--- src/lane_err_pkg.sv ---
// Summary of operation
// - per-lane three-bit hold-enable field, lanes one, two
// - bit2 control-char, bit1 not-in-table, bit0 disparity
// - hold set: counter stops at 0xff until cleared
// - hold clear: counter wraps from 0xff to zero
// - per-lane counter-clear bits clear counters individually
package lane_err_pkg;
  localparam logic [11:0] LANE1_SAT_ADDR = 12'h489;
  localparam logic [11:0] LANE2_SAT_ADDR = 12'h48a;
  localparam logic [7:0] SAT_RESET = 8'h07;
  localparam logic [7:0] SAT_FIELD_MASK = 8'h07;
  localparam int CNT_W = 8;
  localparam logic [7:0] CNT_TERMINAL = 8'hff;
  localparam logic [7:0] CNT_ZERO = 8'h00;
  localparam int IDX_UNEXPECTED_CTRL = 2;
  localparam int IDX_NOT_IN_TABLE = 1;
  localparam int IDX_BAD_DISPARITY = 0;
  localparam int N_TYPES = 3;
endpackage : lane_err_pkg

--- src/err_counter.sv ---
module err_counter #(
  parameter int W = lane_err_pkg::CNT_W
) (
  input wire logic mclk,
  input wire logic nrst,
  input wire logic err,
  input wire logic hold_en,
  input wire logic clear,
  output logic [W-1:0] count
);
  typedef struct packed {
    logic [W-1:0] cnt;
  } cnt_state_t;
  cnt_state_t s_q, s_d;
  assign count = s_q.cnt;
  always_comb begin
    s_d = s_q;
    if (clear) begin
      s_d.cnt = '0;
    end else if (err) begin
      if (hold_en && s_q.cnt == {W{1'b1}}) begin
        s_d.cnt = s_q.cnt;
      end else begin
        s_d.cnt = W'(s_q.cnt + 1'b1);
      end
    end
  end
  always_ff @(posedge mclk or negedge nrst) begin
    if (!nrst) begin
      s_q <= '0;
    end else begin
      s_q <= s_d;
    end
  end
endmodule : err_counter

--- src/lane_error_counter_hold_ctrl.sv ---
module lane_error_counter_hold_ctrl (
  input wire logic mclk,
  input wire logic nrst,
  input wire logic [11:0] reg_addr,
  input wire logic reg_wr,
  input wire logic [7:0] reg_wdata,
  output logic [7:0] reg_rdata,
  input wire logic [2:0] lane1_err,
  input wire logic [2:0] lane2_err,
  input wire logic [2:0] lane1_counter_clear,
  input wire logic [2:0] lane2_counter_clear,
  output logic [7:0] lane1_ctrl_char_count,
  output logic [7:0] lane1_not_in_table_count,
  output logic [7:0] lane1_disparity_count,
  output logic [7:0] lane2_ctrl_char_count,
  output logic [7:0] lane2_not_in_table_count,
  output logic [7:0] lane2_disparity_count
);
  // hold-enable field: one bit per error type of a lane
  typedef logic [lane_err_pkg::N_TYPES-1:0] field_t;
  typedef logic [lane_err_pkg::CNT_W-1:0] count_t;

  localparam field_t FIELD_RESET = field_t'(lane_err_pkg::SAT_RESET);
  localparam logic [7:0] RDATA_RESET = '0;

  typedef struct packed {
    field_t lane1_counter_saturate_en;
    field_t lane2_counter_saturate_en;
    logic [7:0] rdata;
  } regs_t;

  regs_t r_q;
  regs_t r_d;

  // address decode and write strobes of the current cycle
  logic sel_lane1;
  logic sel_lane2;
  logic wr_lane1;
  logic wr_lane2;

  // counter values, each straight from its counter flip-flops
  count_t l1_ctrl_char_cnt;
  count_t l1_not_in_table_cnt;
  count_t l1_disparity_cnt;
  count_t l2_ctrl_char_cnt;
  count_t l2_not_in_table_cnt;
  count_t l2_disparity_cnt;

  // true when the bus address selects the given control register
  function automatic logic addr_hit(input logic [11:0] addr,
      input logic [11:0] reg_at);
    return addr == reg_at;
  endfunction : addr_hit

  // a written byte keeps only its hold-enable bits
  function automatic field_t field_of(input logic [7:0] wdata);
    logic [7:0] kept;
    kept = wdata & lane_err_pkg::SAT_FIELD_MASK;
    return field_t'(kept);
  endfunction : field_of

  // a read returns the field with the reserved bits at zero
  function automatic logic [7:0] byte_of(input field_t field);
    logic [7:0] wide;
    wide = 8'(field);
    return wide & lane_err_pkg::SAT_FIELD_MASK;
  endfunction : byte_of

  // hold bit of one error type within a lane's field
  function automatic logic hold_of(input field_t field, input int idx);
    return field[idx];
  endfunction : hold_of

  assign reg_rdata = r_q.rdata;
  assign lane1_ctrl_char_count = l1_ctrl_char_cnt;
  assign lane1_not_in_table_count = l1_not_in_table_cnt;
  assign lane1_disparity_count = l1_disparity_cnt;
  assign lane2_ctrl_char_count = l2_ctrl_char_cnt;
  assign lane2_not_in_table_count = l2_not_in_table_cnt;
  assign lane2_disparity_count = l2_disparity_cnt;

  always_comb begin
    r_d = r_q;
    sel_lane1 = addr_hit(reg_addr, lane_err_pkg::LANE1_SAT_ADDR);
    sel_lane2 = addr_hit(reg_addr, lane_err_pkg::LANE2_SAT_ADDR);
    wr_lane1 = reg_wr && sel_lane1;
    wr_lane2 = reg_wr && sel_lane2;
    // a write is taken at any time; keeping it to soft reset is up to
    // software, so a change mid-run simply retargets the next count
    if (wr_lane1) begin
      r_d.lane1_counter_saturate_en = field_of(reg_wdata);
    end
    if (wr_lane2) begin
      r_d.lane2_counter_saturate_en = field_of(reg_wdata);
    end
    // read data is registered: it shows the field as it stood in the
    // cycle the address was presented
    if (sel_lane1) begin
      r_d.rdata = byte_of(r_q.lane1_counter_saturate_en);
    end else if (sel_lane2) begin
      r_d.rdata = byte_of(r_q.lane2_counter_saturate_en);
    end else begin
      r_d.rdata = RDATA_RESET;
    end
  end

  always_ff @(posedge mclk or negedge nrst) begin
    if (!nrst) begin
      r_q.lane1_counter_saturate_en <= FIELD_RESET;
      r_q.lane2_counter_saturate_en <= FIELD_RESET;
      r_q.rdata <= RDATA_RESET;
    end else begin
      r_q <= r_d;
    end
  end

  // lane 1, unexpected control character errors
  err_counter #(
    .W(lane_err_pkg::CNT_W)
  ) u_l1_ctrl_char (
    .mclk(mclk),
    .nrst(nrst),
    .err(lane1_err[lane_err_pkg::IDX_UNEXPECTED_CTRL]),
    .hold_en(hold_of(r_q.lane1_counter_saturate_en,
        lane_err_pkg::IDX_UNEXPECTED_CTRL)),
    .clear(lane1_counter_clear[lane_err_pkg::IDX_UNEXPECTED_CTRL]),
    .count(l1_ctrl_char_cnt)
  );

  // lane 1, not-in-table errors
  err_counter #(
    .W(lane_err_pkg::CNT_W)
  ) u_l1_not_in_table (
    .mclk(mclk),
    .nrst(nrst),
    .err(lane1_err[lane_err_pkg::IDX_NOT_IN_TABLE]),
    .hold_en(hold_of(r_q.lane1_counter_saturate_en,
        lane_err_pkg::IDX_NOT_IN_TABLE)),
    .clear(lane1_counter_clear[lane_err_pkg::IDX_NOT_IN_TABLE]),
    .count(l1_not_in_table_cnt)
  );

  // lane 1, bad disparity errors
  err_counter #(
    .W(lane_err_pkg::CNT_W)
  ) u_l1_disparity (
    .mclk(mclk),
    .nrst(nrst),
    .err(lane1_err[lane_err_pkg::IDX_BAD_DISPARITY]),
    .hold_en(hold_of(r_q.lane1_counter_saturate_en,
        lane_err_pkg::IDX_BAD_DISPARITY)),
    .clear(lane1_counter_clear[lane_err_pkg::IDX_BAD_DISPARITY]),
    .count(l1_disparity_cnt)
  );

  // lane 2, unexpected control character errors
  err_counter #(
    .W(lane_err_pkg::CNT_W)
  ) u_l2_ctrl_char (
    .mclk(mclk),
    .nrst(nrst),
    .err(lane2_err[lane_err_pkg::IDX_UNEXPECTED_CTRL]),
    .hold_en(hold_of(r_q.lane2_counter_saturate_en,
        lane_err_pkg::IDX_UNEXPECTED_CTRL)),
    .clear(lane2_counter_clear[lane_err_pkg::IDX_UNEXPECTED_CTRL]),
    .count(l2_ctrl_char_cnt)
  );

  // lane 2, not-in-table errors
  err_counter #(
    .W(lane_err_pkg::CNT_W)
  ) u_l2_not_in_table (
    .mclk(mclk),
    .nrst(nrst),
    .err(lane2_err[lane_err_pkg::IDX_NOT_IN_TABLE]),
    .hold_en(hold_of(r_q.lane2_counter_saturate_en,
        lane_err_pkg::IDX_NOT_IN_TABLE)),
    .clear(lane2_counter_clear[lane_err_pkg::IDX_NOT_IN_TABLE]),
    .count(l2_not_in_table_cnt)
  );

  // lane 2, bad disparity errors
  err_counter #(
    .W(lane_err_pkg::CNT_W)
  ) u_l2_disparity (
    .mclk(mclk),
    .nrst(nrst),
    .err(lane2_err[lane_err_pkg::IDX_BAD_DISPARITY]),
    .hold_en(hold_of(r_q.lane2_counter_saturate_en,
        lane_err_pkg::IDX_BAD_DISPARITY)),
    .clear(lane2_counter_clear[lane_err_pkg::IDX_BAD_DISPARITY]),
    .count(l2_disparity_cnt)
  );
endmodule : lane_error_counter_hold_ctrl

--- config.mk ---
export PLATFORM = sky130hd
export DESIGN_NAME = lane_error_counter_hold_ctrl
export DESIGN_NICKNAME = d
export VERILOG_FILES = /design/src/lane_err_pkg.sv /design/src/err_counter.sv /design/src/lane_error_counter_hold_ctrl.sv
export SDC_FILE = /design/constraint.sdc
export NUM_CORES = 1
export LEC_CHECK = 0
export ABC_AREA = 1
export BUFFER_PORTS_ARGS = -buffer_cell sky130_fd_sc_hd__buf_2
export CORE_MARGIN = 8
export CORE_UTILIZATION = 45
export DETAILED_ROUTE_END_ITERATION = 6
export GPL_TIMING_DRIVEN = 0
export MAX_ROUTING_LAYER = met4
export PLACE_DENSITY_LB_ADDON = 0.15
export SLEW_MARGIN = 25
export SYNTH_ARGS = -nofsm -noshare
export SYNTH_HDL_FRONTEND = slang
export SYNTH_SLANG_ARGS = --single-unit
--- constraint.sdc ---
create_clock -name mclk -period 2.68 [get_ports mclk]
set_input_delay 0.536 -clock mclk [delete_from_list [all_inputs] [get_ports mclk]]
set_output_delay 0.536 -clock mclk [all_outputs]
set_load 0.01 [all_outputs]
# Word-level counts from Yosys, hierarchy flattened

Cells that the tools add are included.

Add/sub/neg operators: 6
Eq/ne operators: 14
Multiplexer cells: 20
Reduce and logical (&&, ||, !) cells: 20

Operators with widths:

| cell                 | count |
|---|---|
| $mux 8               | 19 |
| $add 8x1->8 const B  | 6 |
| $eq 8x8->1 const B   | 6 |
| $eq 12x11->1 const B | 2 |
| $ne 2x2->1 const B   | 6 |
| $reduce_and 2->1     | 6 |
| $reduce_bool 2->1    | 6 |
| $logic_and 1x1->1    | 8 |
| $mux 3               | 1 |

Flip-flop bits (word level): 62
Input port bits: 35
Output and inout port bits: 56
Word-level logic and storage cells: 69

# Depth between registers and ports, before layout

Gate-level depths: netlist of run 1.

Depth after elaboration: 5
Depth in mapped cells: 8
Mapped depth without buffers: 8

# By module

A second synthesis of run 1 with hierarchy kept.

Cell total of the unflattened synthesis: 535
Area total of the unflattened synthesis: 3733.6 µm²

By module, submodules not included:

| module                       | times used | cells each | area an instance (µm²) | seq. area each (µm²) |
|---|---|---|---|---|
| err_counter                  | 6          | 78         | 533.0                  | 200.2 |
| lane_error_counter_hold_ctrl | 1          | 67         | 535.5                  | 232.7 |

# Worst setup path after synthesis of run 1

No wires, ideal clock.

Kind: reg-to-reg
From: reg u_l1_ctrl_char.s_q (netlist bit u_l1_ctrl_char.count[1])
To: reg u_l1_ctrl_char.s_q (netlist bit u_l1_ctrl_char.count[4])
Setup time: 0.117 ns
Data arrival time: 1.224 ns
Required time: 2.563 ns
Setup slack: 1.339 ns
Stages on the path, launching flop included: 9
Path buffers: 0
Clock period less this slack: 1.341 ns
Cell sequence: dfrtp_1 -> ha_1 -> nand2_2 -> nor2_1 -> nand2_2 -> nand2_4 -> nand2_4 -> nand2_1 -> nand2_1

Word-level cells in the longest chain between the ends: 4
Elaborated cells on any way between the ends: 8
Those cells by class: 1 x add/sub; 2 x eq/ne; 3 x mux; 2 x reduce/logical

Ends and longest elaborated chain:

| what                                               | RTL line                             | RTL |
|---|---|---|
| from (decl)                                        | err_counter.sv:14                    | `cnt_state_t s_q, s_d;` |
| from (signal assigned)                             | err_counter.sv:30                    | `s_q <= '0;` |
| from (signal assigned)                             | err_counter.sv:32                    | `s_q <= s_d;` |
| $add 8x1->8 / $eq 8x8->1 (equally long branches)   | err_counter.sv:24, err_counter.sv:21 |  |
| $mux 8 / $logic_and 1x1->1 (equally long branches) | err_counter.sv:21                    | `if (hold_en && s_q.cnt == {W{1'b1}}) begin` |
| $mux 8 / $ne 2x2->1 (equally long branches)        | n/a                                  |  |
| $mux 8 / $reduce_and 2->1 (equally long branches)  | n/a                                  |  |

Parallel ways exist; a longest one is shown, timed or not. The select of a mux whose other input is x is not followed.
A chain may end at the register's enable or synchronous reset.

# Final worst setup path of run 1

From: reg u_l1_disparity.s_q (netlist bit u_l1_disparity.count[3])
To: out lane1_disparity_count[3]

RTL lines:

| what                   | RTL line                           | RTL |
|---|---|---|
| from (decl)            | err_counter.sv:14                  |  |
| from (signal assigned) | err_counter.sv:30                  |  |
| from (signal assigned) | err_counter.sv:32                  |  |
| to (decl)              | lane_error_counter_hold_ctrl.sv:14 | `output logic [7:0] lane1_disparity_count,` |

No word-level cell between the ends.

==> results of run 1 <==
flip-flops by register name, indices dropped and copies added (netlist names):
name	cells
u_l1_ctrl_char.count	8
u_l1_disparity.count	8
u_l1_not_in_table.count	8
u_l2_ctrl_char.count	8
u_l2_disparity.count	8
u_l2_not_in_table.count	8
r_q	6
reg_rdata	3
kinds of logic after synthesis:
kind of cell | after synthesis | share of synthesized area (%)
simple gates | 316 | 41.0
compound gates | 49 | 8.54
buf+inv | 50 | 6.25
xor+xnor | 4 | 1.00
other cells | 1 | 0.107
flops | 57 | 40.9
fa+ha+maj | 6 | 2.14
through the flow:
| step | utilization, % | area, µm² | setup WS [ns] |
|---|---|---|---|
| 6_report | 55.6 | 4250 | 1.14 |
| 5_1_grt | 55.6 | 4250 | 1.07 |
| 4_1_cts | 55.6 | 4250 | 1.12 |
| 3_5_place_dp | 52.9 | 4040 | 0.990 |
| 3_3_place_gp | 52.8 | 4040 | 0.926 |
| 2_1_floorplan | - | 3520 | 1.34 |
area by class of cell:
class	instances	area [µm²]	share of cell area, %
antenna	1	2.50	0.0588
buffer	9	65.1	1.53
clock buffer	14	173	4.06
clock inverter	2	35.0	0.824
inverter	41	154	3.62
multi-input combinational	380	1870	43.9
sequential	57	1430	33.7
tap	102	128	3.00
timing repair buffer	79	398	9.35
per-layer routing:
| metal | part of all wire, % | up-vias |
|---|---|---|
| met4 | 1.1 | 0 |
| met5 | 0 | - |
| met2 | 47 | 72 |
| met1 | 47 | 1541 |
| li1 | - | 1756 |
| met3 | 5.4 | 8 |
placed cells by master (no fill, tap or decap):
cell type | netlist | layout
nand2_1 | 157 | 157
buf_2 | 1 | 79
nor2_1 | 60 | 60
dfrtp_1 | 51 | 51
nand3_1 | 45 | 45
inv_1 | 41 | 41
nand4_1 | 18 | 18
o21ai_1 | 13 | 13
clkbuf_8 | 0 | 12
nand2_2 | 11 | 11
o21ai_2 | 11 | 11
o21ai_0 | 11 | 11
a21oi_1 | 9 | 9
buf_4 | 6 | 7
nor3_1 | 6 | 6
ha_1 | 6 | 6
dfstp_2 | 6 | 6
nand3_2 | 5 | 5
nand2_4 | 5 | 5
o21bai_1 | 5 | 5
conb_1 | 1 | 5
nor2_4 | 4 | 4
xor2_1 | 4 | 4
clkbuf_1 | 1 | 3
nand3b_1 | 2 | 2
diode_2 | 0 | 1
nor2_2 | 1 | 1
buf_6 | 1 | 1
nor3b_1 | 1 | 1
or2_2 | 1 | 1
bufinv_16 | 0 | 1
clkinv_2 | 0 | 1
power by group through the flow:
stage	logic (mW)	clock network, mW	registers [mW]
5_1_grt	0.210	0.904	0.906
3_3_place_gp	0.184	0	0.917
4_1_cts	0.188	0.867	0.902
2_1_floorplan	0.0910	0	0.924
6_report	0.185	0.843	0.902
3_5_place_dp	0.187	0	0.918
path summary, 6_finish.rpt:
| path | endpoint | slack [ns] |
|---|---|---|
| setup / recovery | lane1_disparity_count[3] | 1.14 |
| hold / removal | u_l2_ctrl_char.count[4] | 0.26 |
| setup reg to reg | u_l1_ctrl_char.count[7] | 1.23 |
| hold reg to reg | r_q[8] | 0.47 |
| max in group asynchronous | u_l2_not_in_table.count[3] | 1.94 |
| min in group mclk | r_q[9] | 0.44 |
==> results.md, run 1 <==
* Die height at 104 µm
* Layout Skew at 0.0109 ns
* Die area at 10900 µm²
* Hold/Removal Path Class: input pin to async pin
* WHS at 0.262 ns
* CP Data Arrival Time at 1.01 ns
* Worst path max stage delay at 0.49 ns
* Global-route usage over all layers at 16.2%
* Cts hold-fix bufs at 0
* Setup crit start kind: flop
* Final Critical Period at 1.54 ns
* DR vias at 3377
* Buffers & Inverters on Critical Path at 1
* Run status: complete, no violations
* DRC Markers at 0
* Reg2Reg Depth at 8
* Primary FF master, synth: dfrtp_1
* Crit end category: output port
* Cell Int Power at 1.45 mW
* Met3 Use GR at 4.21%
* Die X at 104 µm
* Largest net degree at the start of global routing at 58
* Met1 Use GR at 19.9%
* Largest area contributor in the netlist: dfrtp_1
* Max-cap violation count at 0
* Synth top area cells: dfrtp_1 36%, nand2_1 17%, nand3_1 6.4%
* Vias per cell at 4.93
* # rows at 32
* Initial DRC Count at 107
* Area growth, synth to finish at 21.4%
* Final ANT Viol Nets at 0
* Synth Cell Area at 3500 µm²
* Slew @ Worst Pin at 0.717 ns
* GRT Max-Usage Layer: met2
* Vias in the first global route at 3246
* First-pass GRT wire length at 14.7 mm
* Sw power at 0.479 mW
* Leakage Power at 2.19 nW
* Routed wire length per instance at 12.2 µm
* Number of cells after detailed placement at 668
* Worst Path Max Fanout at 7
* Crit-path leading delay family: flip-flops
* IO Count at 91
* Gr ovfl total at 0
* Cells after Synth at 483
* RR Startpoint: u_l1_ctrl_char.count[1]
* CTS Buf Count at 9
* Sequential Power Share at 46.8%
* Fin. max-slew vios at 0
* Clock Latency Late Sink at 0.33 ns
* Sw Ratio at 24.8%
* Clock Tree Root: clkbuf_8
* Slew HR at 52.2%
* RSZ-0062 raised after global routing: no
* Buffers on Ports at 79
* Clock Tree Buf Depth at 2
* Synth top area share at 36.4%
* Fin. Hold Viols at 0
* CTS clk-pin slew, worst paths at 0.07 ns
* CP cell instances: buf_2
* Avg Cell Area, Syn at 7.25 µm²
* Synth cell types at 28
* Power Total at 1.93 mW
* CP Launch Point: u_l1_disparity.count[3]
* Post-CTS Resized at 0
* Yosys warning count at 0
* EDFF count, synth at 0
* Worst VDD drop at 287 µV
* Initial antenna violation count at 1
* Worst setup path class: flop to output port
* Crit path depth at 1
* Starting density of the core at 45.8%
* Final-stage net count at 618
* Final setup viols at 0
* Post-synthesis register bit count at 57
* CTS tree: done
* TritonRoute pass-1 iters at 4
* PwrDens at 454 nW/µm²
* GPL Wtd Cong at 0.874
* Comb pwr share at 9.6%
* Met2 Resource Use GR at 25.5%
* FFs w/ async S/R, synth at 100%
* Clock sinks at 57
* Required time of the critical path at 2.14 ns
* Crit-path slowest cell: dfrtp_1
* Seq/Total Area, Yosys at 40.9%
* Sum of negative setup slack at 0 ns
* Peak Freq at 649 MHz
* Top cells by count, synth: 157 x nand2_1, 60 x nor2_1, 51 x dfrtp_1, 45 x nand3_1, 41 x inv_1
* Fill cells at 718
* Core area at 7650 µm²
* Share of layout cells above drive strength 1 at 24.9%
* Part of the power in the clock network at 43.7%
* # Post-CTS Setup Buffers at 0
* Fin cells at 685
* H-tree depth at 3
* Period utilization at 57.5%
* DP HPWL at 6.32 mm
* Routed WL at 8.34 mm
* Top-count cell post-synth: nand2_1
Power figures use the tool's default switching activity.
==> run 2: changes to the inputs <==
==> constraint.sdc (replaced) <==
create_clock -name mclk -period 1.33 [get_ports mclk]
set_input_delay 0.266 -clock mclk [delete_from_list [all_inputs] [get_ports mclk]]
set_output_delay 0.266 -clock mclk [all_outputs]
set_load 0.01 [all_outputs]
==> run 2 against run 1 <==
Effect of this change:
- the flow now finishes with violations (hold timing, setup timing)
- count of clock-buffer cells in the layout is 3 lower
- wire length is 12% higher
- clock power is 92% higher
- clock skew is 0.00072 ns higher
- critical path depth is 7 higher
- register-to-register slack worse by 1.2 ns
- hold slack worse by 0.28 ns
- power is 100% higher
==> results.md, run 2 (synthesis results as in run 1) <==
* DR vias at 3534 (was 3377)
* Worst setup path class: flop to flop (was flop to output port)
* Sum of negative setup slack at -0.0217 ns (was 0 ns)
* Crit end category: flop (was output port)
* Initial antenna violation count at 1 (unchanged)
* Final setup viols at 5 (was 0)
* Slew @ Worst Pin at 0.727 ns (was 0.717 ns)
* Reg2Reg Setup Slack at -0.007 ns (was 1.23 ns)
* Number of cells after detailed placement at 668 (unchanged)
* Final Critical Period at 1.34 ns
* Die height at 104 µm (unchanged)
* CP Data Arrival Time at 1.59 ns (was 1.01 ns)
* Hold/Removal Path Class: input pin to async pin (unchanged)
* Most frequent cells in the layout: 140 x nand2_1, 79 x buf_2, 51 x nor2_1, 49 x dfrtp_1, 42 x nand3_1 (was 157 x nand2_1, 79 x buf_2, 60 x nor2_1, 51 x dfrtp_1, 45 x nand3_1)
* RSZ-0062 raised after global routing: yes (was no)
* Peak Freq at 748 MHz
* Crit-path slowest cell: dfrtp_1 (unchanged)
* Clock sinks at 57 (unchanged)
* Die X at 104 µm (unchanged)
* CP cell instances: ha_2 -> nand2_2 -> nor2_4 -> nand3_2 -> nand2_4 -> buf_6 -> nand2_1 -> o21ai_2 (was buf_2)
* Finished Cell Area at 4720 µm² (was 4250 µm²)
* H-tree depth at 3 (unchanged)
* CTS clk-pin slew, worst paths at 0.07 ns (about the same)
* IO Count at 91 (unchanged)
* Layout Skew at 0.0116 ns (was 0.0109 ns)
* Max-cap violation count at 0 (unchanged)
* Buffers & Inverters on Critical Path at 1 (unchanged)
* # rows at 32 (unchanged)
* Final-stage net count at 644 (was 618)
* DRC Markers at 0 (unchanged)
* Worst Path Max Fanout at 5 (was 7)
* Global-route usage over all layers at 16.4% (was 16.2%)
* Required time of the critical path at 1.58 ns (was 2.14 ns)
* Die area at 10900 µm² (unchanged)
* Starting density of the core at 45.8% (unchanged)
* Routed WL at 9.37 mm (was 8.34 mm)
* Final ANT Viol Nets at 0 (unchanged)
* Clock Latency Late Sink at 0.33 ns (about the same)
* Largest net degree at the start of global routing at 58 (unchanged)
* Vias in the first global route at 3349 (was 3246)
* Leakage Power at 2.45 nW (was 2.19 nW)
* TritonRoute pass-1 iters at 4 (unchanged)
* Worst Slack Setup Final at -0.00740 ns (was 1.14 ns)
* Fill cells at 722 (was 718)
* CTS Buf Count at 9 (unchanged)
* Fin cells at 711 (was 685)
* Slew HR at 51.5% (was 52.2%)
* Area after DPL at 4050 µm² (was 4040 µm²)
* Share of layout cells above drive strength 1 at 35.0% (was 24.9%)
* Worst VDD drop at 571 µV (was 287 µV)
* Period utilization at 101%
* Area growth, synth to finish at 34.8% (was 21.4%)
* Worst path max stage delay at 0.39 ns (was 0.49 ns)
* WHS at -0.0157 ns (was 0.262 ns)
* Clock Tree Root: clkbuf_8 (unchanged)
* DP HPWL at 6.45 mm (was 6.32 mm)
* Fin. max-slew vios at 0 (unchanged)
* Initial DRC Count at 86 (was 107)
* Clock Tree Buf Depth at 2 (unchanged)
* Routed wire length per instance at 13.2 µm (was 12.2 µm)
* Run status: finished, violations left (was complete, no violations)
* Commonest non-fill, non-tap cell in the layout: nand2_1 (unchanged)
* Core area at 7650 µm² (unchanged)
* GPL Wtd Cong at 0.874 (about the same)
* CTS tree: done (unchanged)
* Setup crit start kind: flop (unchanged)
* Crit-path leading delay family: simple AND/OR/NAND/NOR gates (was flip-flops)
* First-pass GRT wire length at 14.9 mm (was 14.7 mm)
* PwrDens at 831 nW/µm² (was 454 nW/µm²)
* Gr ovfl total at 0 (unchanged)
* Buffers on Ports at 79 (unchanged)
* Fin. Hold Viols at 10 (was 0)
* Vias per cell at 4.97 (was 4.93)
* Failing checks: hold timing, setup timing
## run 2: changes by cell type in the layout (fill, tap and decap cells not counted), moves of 3 or more
cell	before	now
ha_1	6	0
nand2_2	11	16
nor2_2	1	5
nand3_1	45	42
nor2_1	60	51
buf_4	7	30
nand2_4	5	15
nand3_2	5	8
o21ai_4	0	3
ha_2	0	4
nor2_4	4	9
nand2_1	157	140
## run 2: path summary, 6_finish.rpt
kind | from | endpoint | depth (start not counted)
min | nrst | u_l2_ctrl_char.count[4] | 1
min reg2reg | r_q[13] | r_q[13] | 2
max | u_l2_not_in_table.count[0] | u_l2_not_in_table.count[3] | 8
max in group asynchronous | nrst | u_l1_disparity.count[3] | 1
min in group mclk | reg_wdata[1] | r_q[9] | 3
max reg2reg | u_l2_not_in_table.count[0] | u_l2_not_in_table.count[3] | 8
## run 2: layer usage
metal / global-route usage (%) / part of all wire, %
met5: - / 0
met4: 5.69 / 1.1
met3: 4.21 / 5.0
met2: 27.3 / 49
met1: 18.9 / 45
## run 2: stage by stage
step | worst slack, ns | power, mW | hold WS [ns] | utilization, %
CTS | 0.00215 | 3.91 | 0.0215 | 57.0
global route | -0.0879 | 4.09 | 0.0557 | 61.8
detailed placement | -0.105 | 2.23 | 0.374 | 52.9
floorplan | 0.0110 | 2.05 | -0.0296 | -
global placement | -0.151 | 2.22 | 0.467 | 52.9
finish | -0.00740 | 3.93 | -0.0157 | 61.8
## run 2: report_power, final
group          internal (mW)  total (mW)  leakage (nW)  switching, mW
registers               1.77        1.81         0.761         0.0404
logic                  0.195       0.488          1.60          0.294
clock network          0.910        1.62        0.0953          0.714
total                   2.88        3.93          2.45           1.05
## run 2: area by class of cell
cell class / count / area (µm²) / share of cell area, %
clock inverter: 5 / 55.1 / 1.17
multi-input combinational: 380 / 2130 / 45.1
tap: 102 / 128 / 2.70
clock buffer: 11 / 141 / 2.99
buffer: 9 / 65.1 / 1.38
sequential: 57 / 1440 / 30.4
timing repair buffer: 105 / 613 / 13.0
inverter: 41 / 154 / 3.26
antenna: 1 / 2.50 / 0.0530
## run 2: what timing repair did
item / 4_1_cts / 5_1_grt
gates cloned: 1 / 0
resized for setup: 7 / 61
setup endpoints to repair: 39 / 45
pin swaps: 4 / 27
buffers inserted: 12 / 14
hold buffers: 0 / 0
==> run 3: changes to the inputs <==
--- a/config.mk
+++ b/config.mk
@@ -12,7 +12,7 @@
 export DETAILED_ROUTE_END_ITERATION = 6
 export GPL_TIMING_DRIVEN = 0
 export MAX_ROUTING_LAYER = met4
-export PLACE_DENSITY_LB_ADDON = 0.15
+export PLACE_DENSITY = 0.8
 export SLEW_MARGIN = 25
 export SYNTH_ARGS = -nofsm -noshare
 export SYNTH_HDL_FRONTEND = slang
==> run 3 against run 2 <==
Effect of this change:
- sequential cell count stayed put
- hold slack better by 0.011 ns
- the run still ends with hold timing, setup timing left
- global-route usage is 0.87 points higher
- sequential share of layout area is 0.51 points lower
- maximum frequency is 1.8% lower
- clock skew is 0.0010 ns lower
- critical endpoint is now u_l2_not_in_table.count[7]
- clock power is 6% higher
==> results.md, run 3 (synthesis results as in run 1) <==
* Fin cells at 713 (was 711)
* Clock Tree Root: clkbuf_8 (unchanged)
* Number of cells after detailed placement at 668 (unchanged)
* Share of layout cells above drive strength 1 at 38.2% (was 35.0%)
* Worst path max stage delay at 0.39 ns (about the same)
* Clock Tree Buf Depth at 2 (unchanged)
* Routed wire length per instance at 14.1 µm (was 13.2 µm)
* Comb pwr share at 12.6% (was 12.4%)
* Final Critical Period at 1.36 ns (was 1.34 ns)
* Sum of negative setup slack at -0.167 ns (was -0.0217 ns)
* Fin. max-slew vios at 0 (unchanged)
* CP cell instances: ha_4 -> nand2_4 -> nor2_4 -> nand3_2 -> nand2_4 -> buf_6 -> nand2_2 -> o21ai_2 (was ha_2 -> nand2_2 -> nor2_4 -> nand3_2 -> nand2_4 -> buf_6 -> nand2_1 -> o21ai_2)
* Worst Path Max Fanout at 5 (unchanged)
* Clock sinks at 57 (unchanged)
* Initial DRC Count at 122 (was 86)
* Layout Skew at 0.0106 ns (was 0.0116 ns)
* Dpl ws at -0.0881 ns (was -0.105 ns)
* PwrDens at 837 nW/µm² (was 831 nW/µm²)
* Period utilization at 102% (was 101%)
* WHS at -0.00520 ns (was -0.0157 ns)
* Final setup viols at 9 (was 5)
* CTS clk-pin slew, worst paths at 0.07 ns (about the same)
* Final-stage net count at 646 (was 644)
* Largest net degree at the start of global routing at 58 (unchanged)
* RSZ-0062 raised after global routing: yes (unchanged)
* CTS tree: done (unchanged)
* First-pass GRT wire length at 15.7 mm (was 14.9 mm)
* Run status: finished, violations left (unchanged)
* Sw Ratio at 25.7% (was 26.7%)
* Final ANT Viol Nets at 0 (unchanged)
* GPL Wtd Cong at 0.899 (was 0.874)
* Crit end category: flop (unchanged)
* Hold/Removal Path Class: input pin to async pin (unchanged)
* Gr ovfl total at 0 (unchanged)
* Reg2Reg Depth at 8 (unchanged)
* Part of the power in the clock network at 42.4% (was 41.4%)
* Area after DPL at 4050 µm² (unchanged)
* Commonest non-fill, non-tap cell in the layout: nand2_1 (unchanged)
* DP HPWL at 6.63 mm (was 6.45 mm)
* Power Total at 4.03 mW (was 3.93 mW)
* Leakage Power at 2.50 nW (was 2.45 nW)
* Area growth, synth to finish at 37.5% (was 34.8%)
* DR vias at 3655 (was 3534)
* Fin. Hold Viols at 2 (was 10)
* DRC Markers at 0 (unchanged)
* Max-cap violation count at 0 (unchanged)
* Worst VDD drop at 482 µV (was 571 µV)
* Setup crit start kind: flop (unchanged)
* Initial antenna violation count at 0 (was 1)
* CTS Buf Count at 9 (unchanged)
* Finished Cell Area at 4820 µm² (was 4720 µm²)
* Slew HR at 51.8% (was 51.5%)
* Crit path depth at 8 (unchanged)
* H-tree depth at 3 (unchanged)
* Required time of the critical path at 1.58 ns (about the same)
* Failing checks: hold timing, setup timing (unchanged)
* Crit-path leading delay family: simple AND/OR/NAND/NOR gates (unchanged)
* IO Count at 91 (unchanged)
* Buffers & Inverters on Critical Path at 1 (unchanged)
* Starting density of the core at 45.8% (unchanged)
* Most used cell, CP: nand2_4
* Reg2Reg Setup Slack at -0.03 ns (was -0.007 ns)
* Buffers on Ports at 79 (unchanged)
* Global-route usage over all layers at 17.3% (was 16.4%)
* Crit-path slowest cell: dfrtp_1 (unchanged)
* Die X at 104 µm (unchanged)
* Sw power at 1.04 mW (was 1.05 mW)
* Die height at 104 µm (unchanged)
* Fin util at 63.0% (was 61.8%)
* Worst setup path class: flop to flop (unchanged)
* Most frequent cells in the layout: 131 x nand2_1, 77 x buf_2, 46 x nor2_1, 46 x dfrtp_1, 42 x nand3_1 (was 140 x nand2_1, 79 x buf_2, 51 x nor2_1, 49 x dfrtp_1, 42 x nand3_1)
* Vias per cell at 5.13 (was 4.97)
* Peak Freq at 734 MHz (was 748 MHz)
* Cell Int Power at 2.99 mW (was 2.88 mW)
* # rows at 32 (unchanged)
* Die area at 10900 µm² (unchanged)
* Vias in the first global route at 3479 (was 3349)
* Fill cells at 645 (was 722)
* CP Data Arrival Time at 1.61 ns (was 1.59 ns)
* TritonRoute pass-1 iters at 4 (unchanged)
* Sequential Power Share at 45.0% (was 46.2%)
* Slew @ Worst Pin at 0.723 ns (was 0.727 ns)
* Clock Latency Late Sink at 0.33 ns (about the same)
* Worst Slack Setup Final at -0.0321 ns (was -0.00740 ns)
* Core area at 7650 µm² (unchanged)
* Routed WL at 10.1 mm (was 9.37 mm)
-- run 3: changes by cell type in the layout (fill, tap and decap cells not counted), moves of 2 or more --
cell / delta
nor2_2: +5
dfrtp_2: +3
clkbuf_8: +2
buf_2: -2
dfrtp_1: -3
buf_4: +3
nand2_1: -9
nand2_2: +7
buf_6: +2
clkinvlp_4: -2
nor2_1: -5
-- run 3: power by group through the flow --
stage	combinational (mW)	clock, mW	sequential, mW
after floorplan	0.184	0	1.86
after global placement	0.369	0	1.85
after detailed placement	0.381	0	1.85
after CTS	0.441	1.74	1.80
after global routing	0.561	1.81	1.82
final	0.509	1.71	1.81
-- run 3: worst reg2reg max path, delay by kind of cell, from the launching register on --
kind	cells	cell delay [ns]
buffers and inverters	1	0.14
adders and majority gates	1	0.17
AOI/OAI and AO/OA	1	0.05
DFF	1	0.39
and+or+nand+nor	5	0.55
-- run 3: repair_timing --
item,4_1_cts,5_1_grt
setup endpoints to repair,39,48
resized for setup,4,89
setup buffers,13,15
hold buffers,0,0
gates cloned,0,1
pin swaps,2,33
-- run 3: metal layers --
layer  track usage [%]  up-vias  part of all wire, %
met5                 -        -                    0
met4              6.31        0                  1.7
met3              4.40       19                  5.7
met2              28.4      119                   51
met1              20.0     1702                   42
li1                  -     1815                    -
-- run 3: layout make-up --
cell class                 instances  area (µm²)  area share [%]
antenna                            1        2.50          0.0519
sequential                        57        1440            29.9
inverter                          41         154            3.19
timing repair buffer             107         628            13.0
buffer                             9        65.1            1.35
clock inverter                     2        35.0           0.727
tap                              102         128            2.65
clock buffer                      14         173            3.58
multi-input combinational        380        2190            45.5
-- run 3: final timing paths --
kind / start / to
max: u_l2_not_in_table.count[1] / u_l2_not_in_table.count[7]
min reg2reg: r_q[13] / r_q[13]
min in group mclk: reg_wdata[2] / r_q[10]
min: nrst / u_l2_ctrl_char.count[4]
max in group asynchronous: nrst / u_l2_not_in_table.count[3]
max reg2reg: u_l2_not_in_table.count[1] / u_l2_not_in_table.count[7]
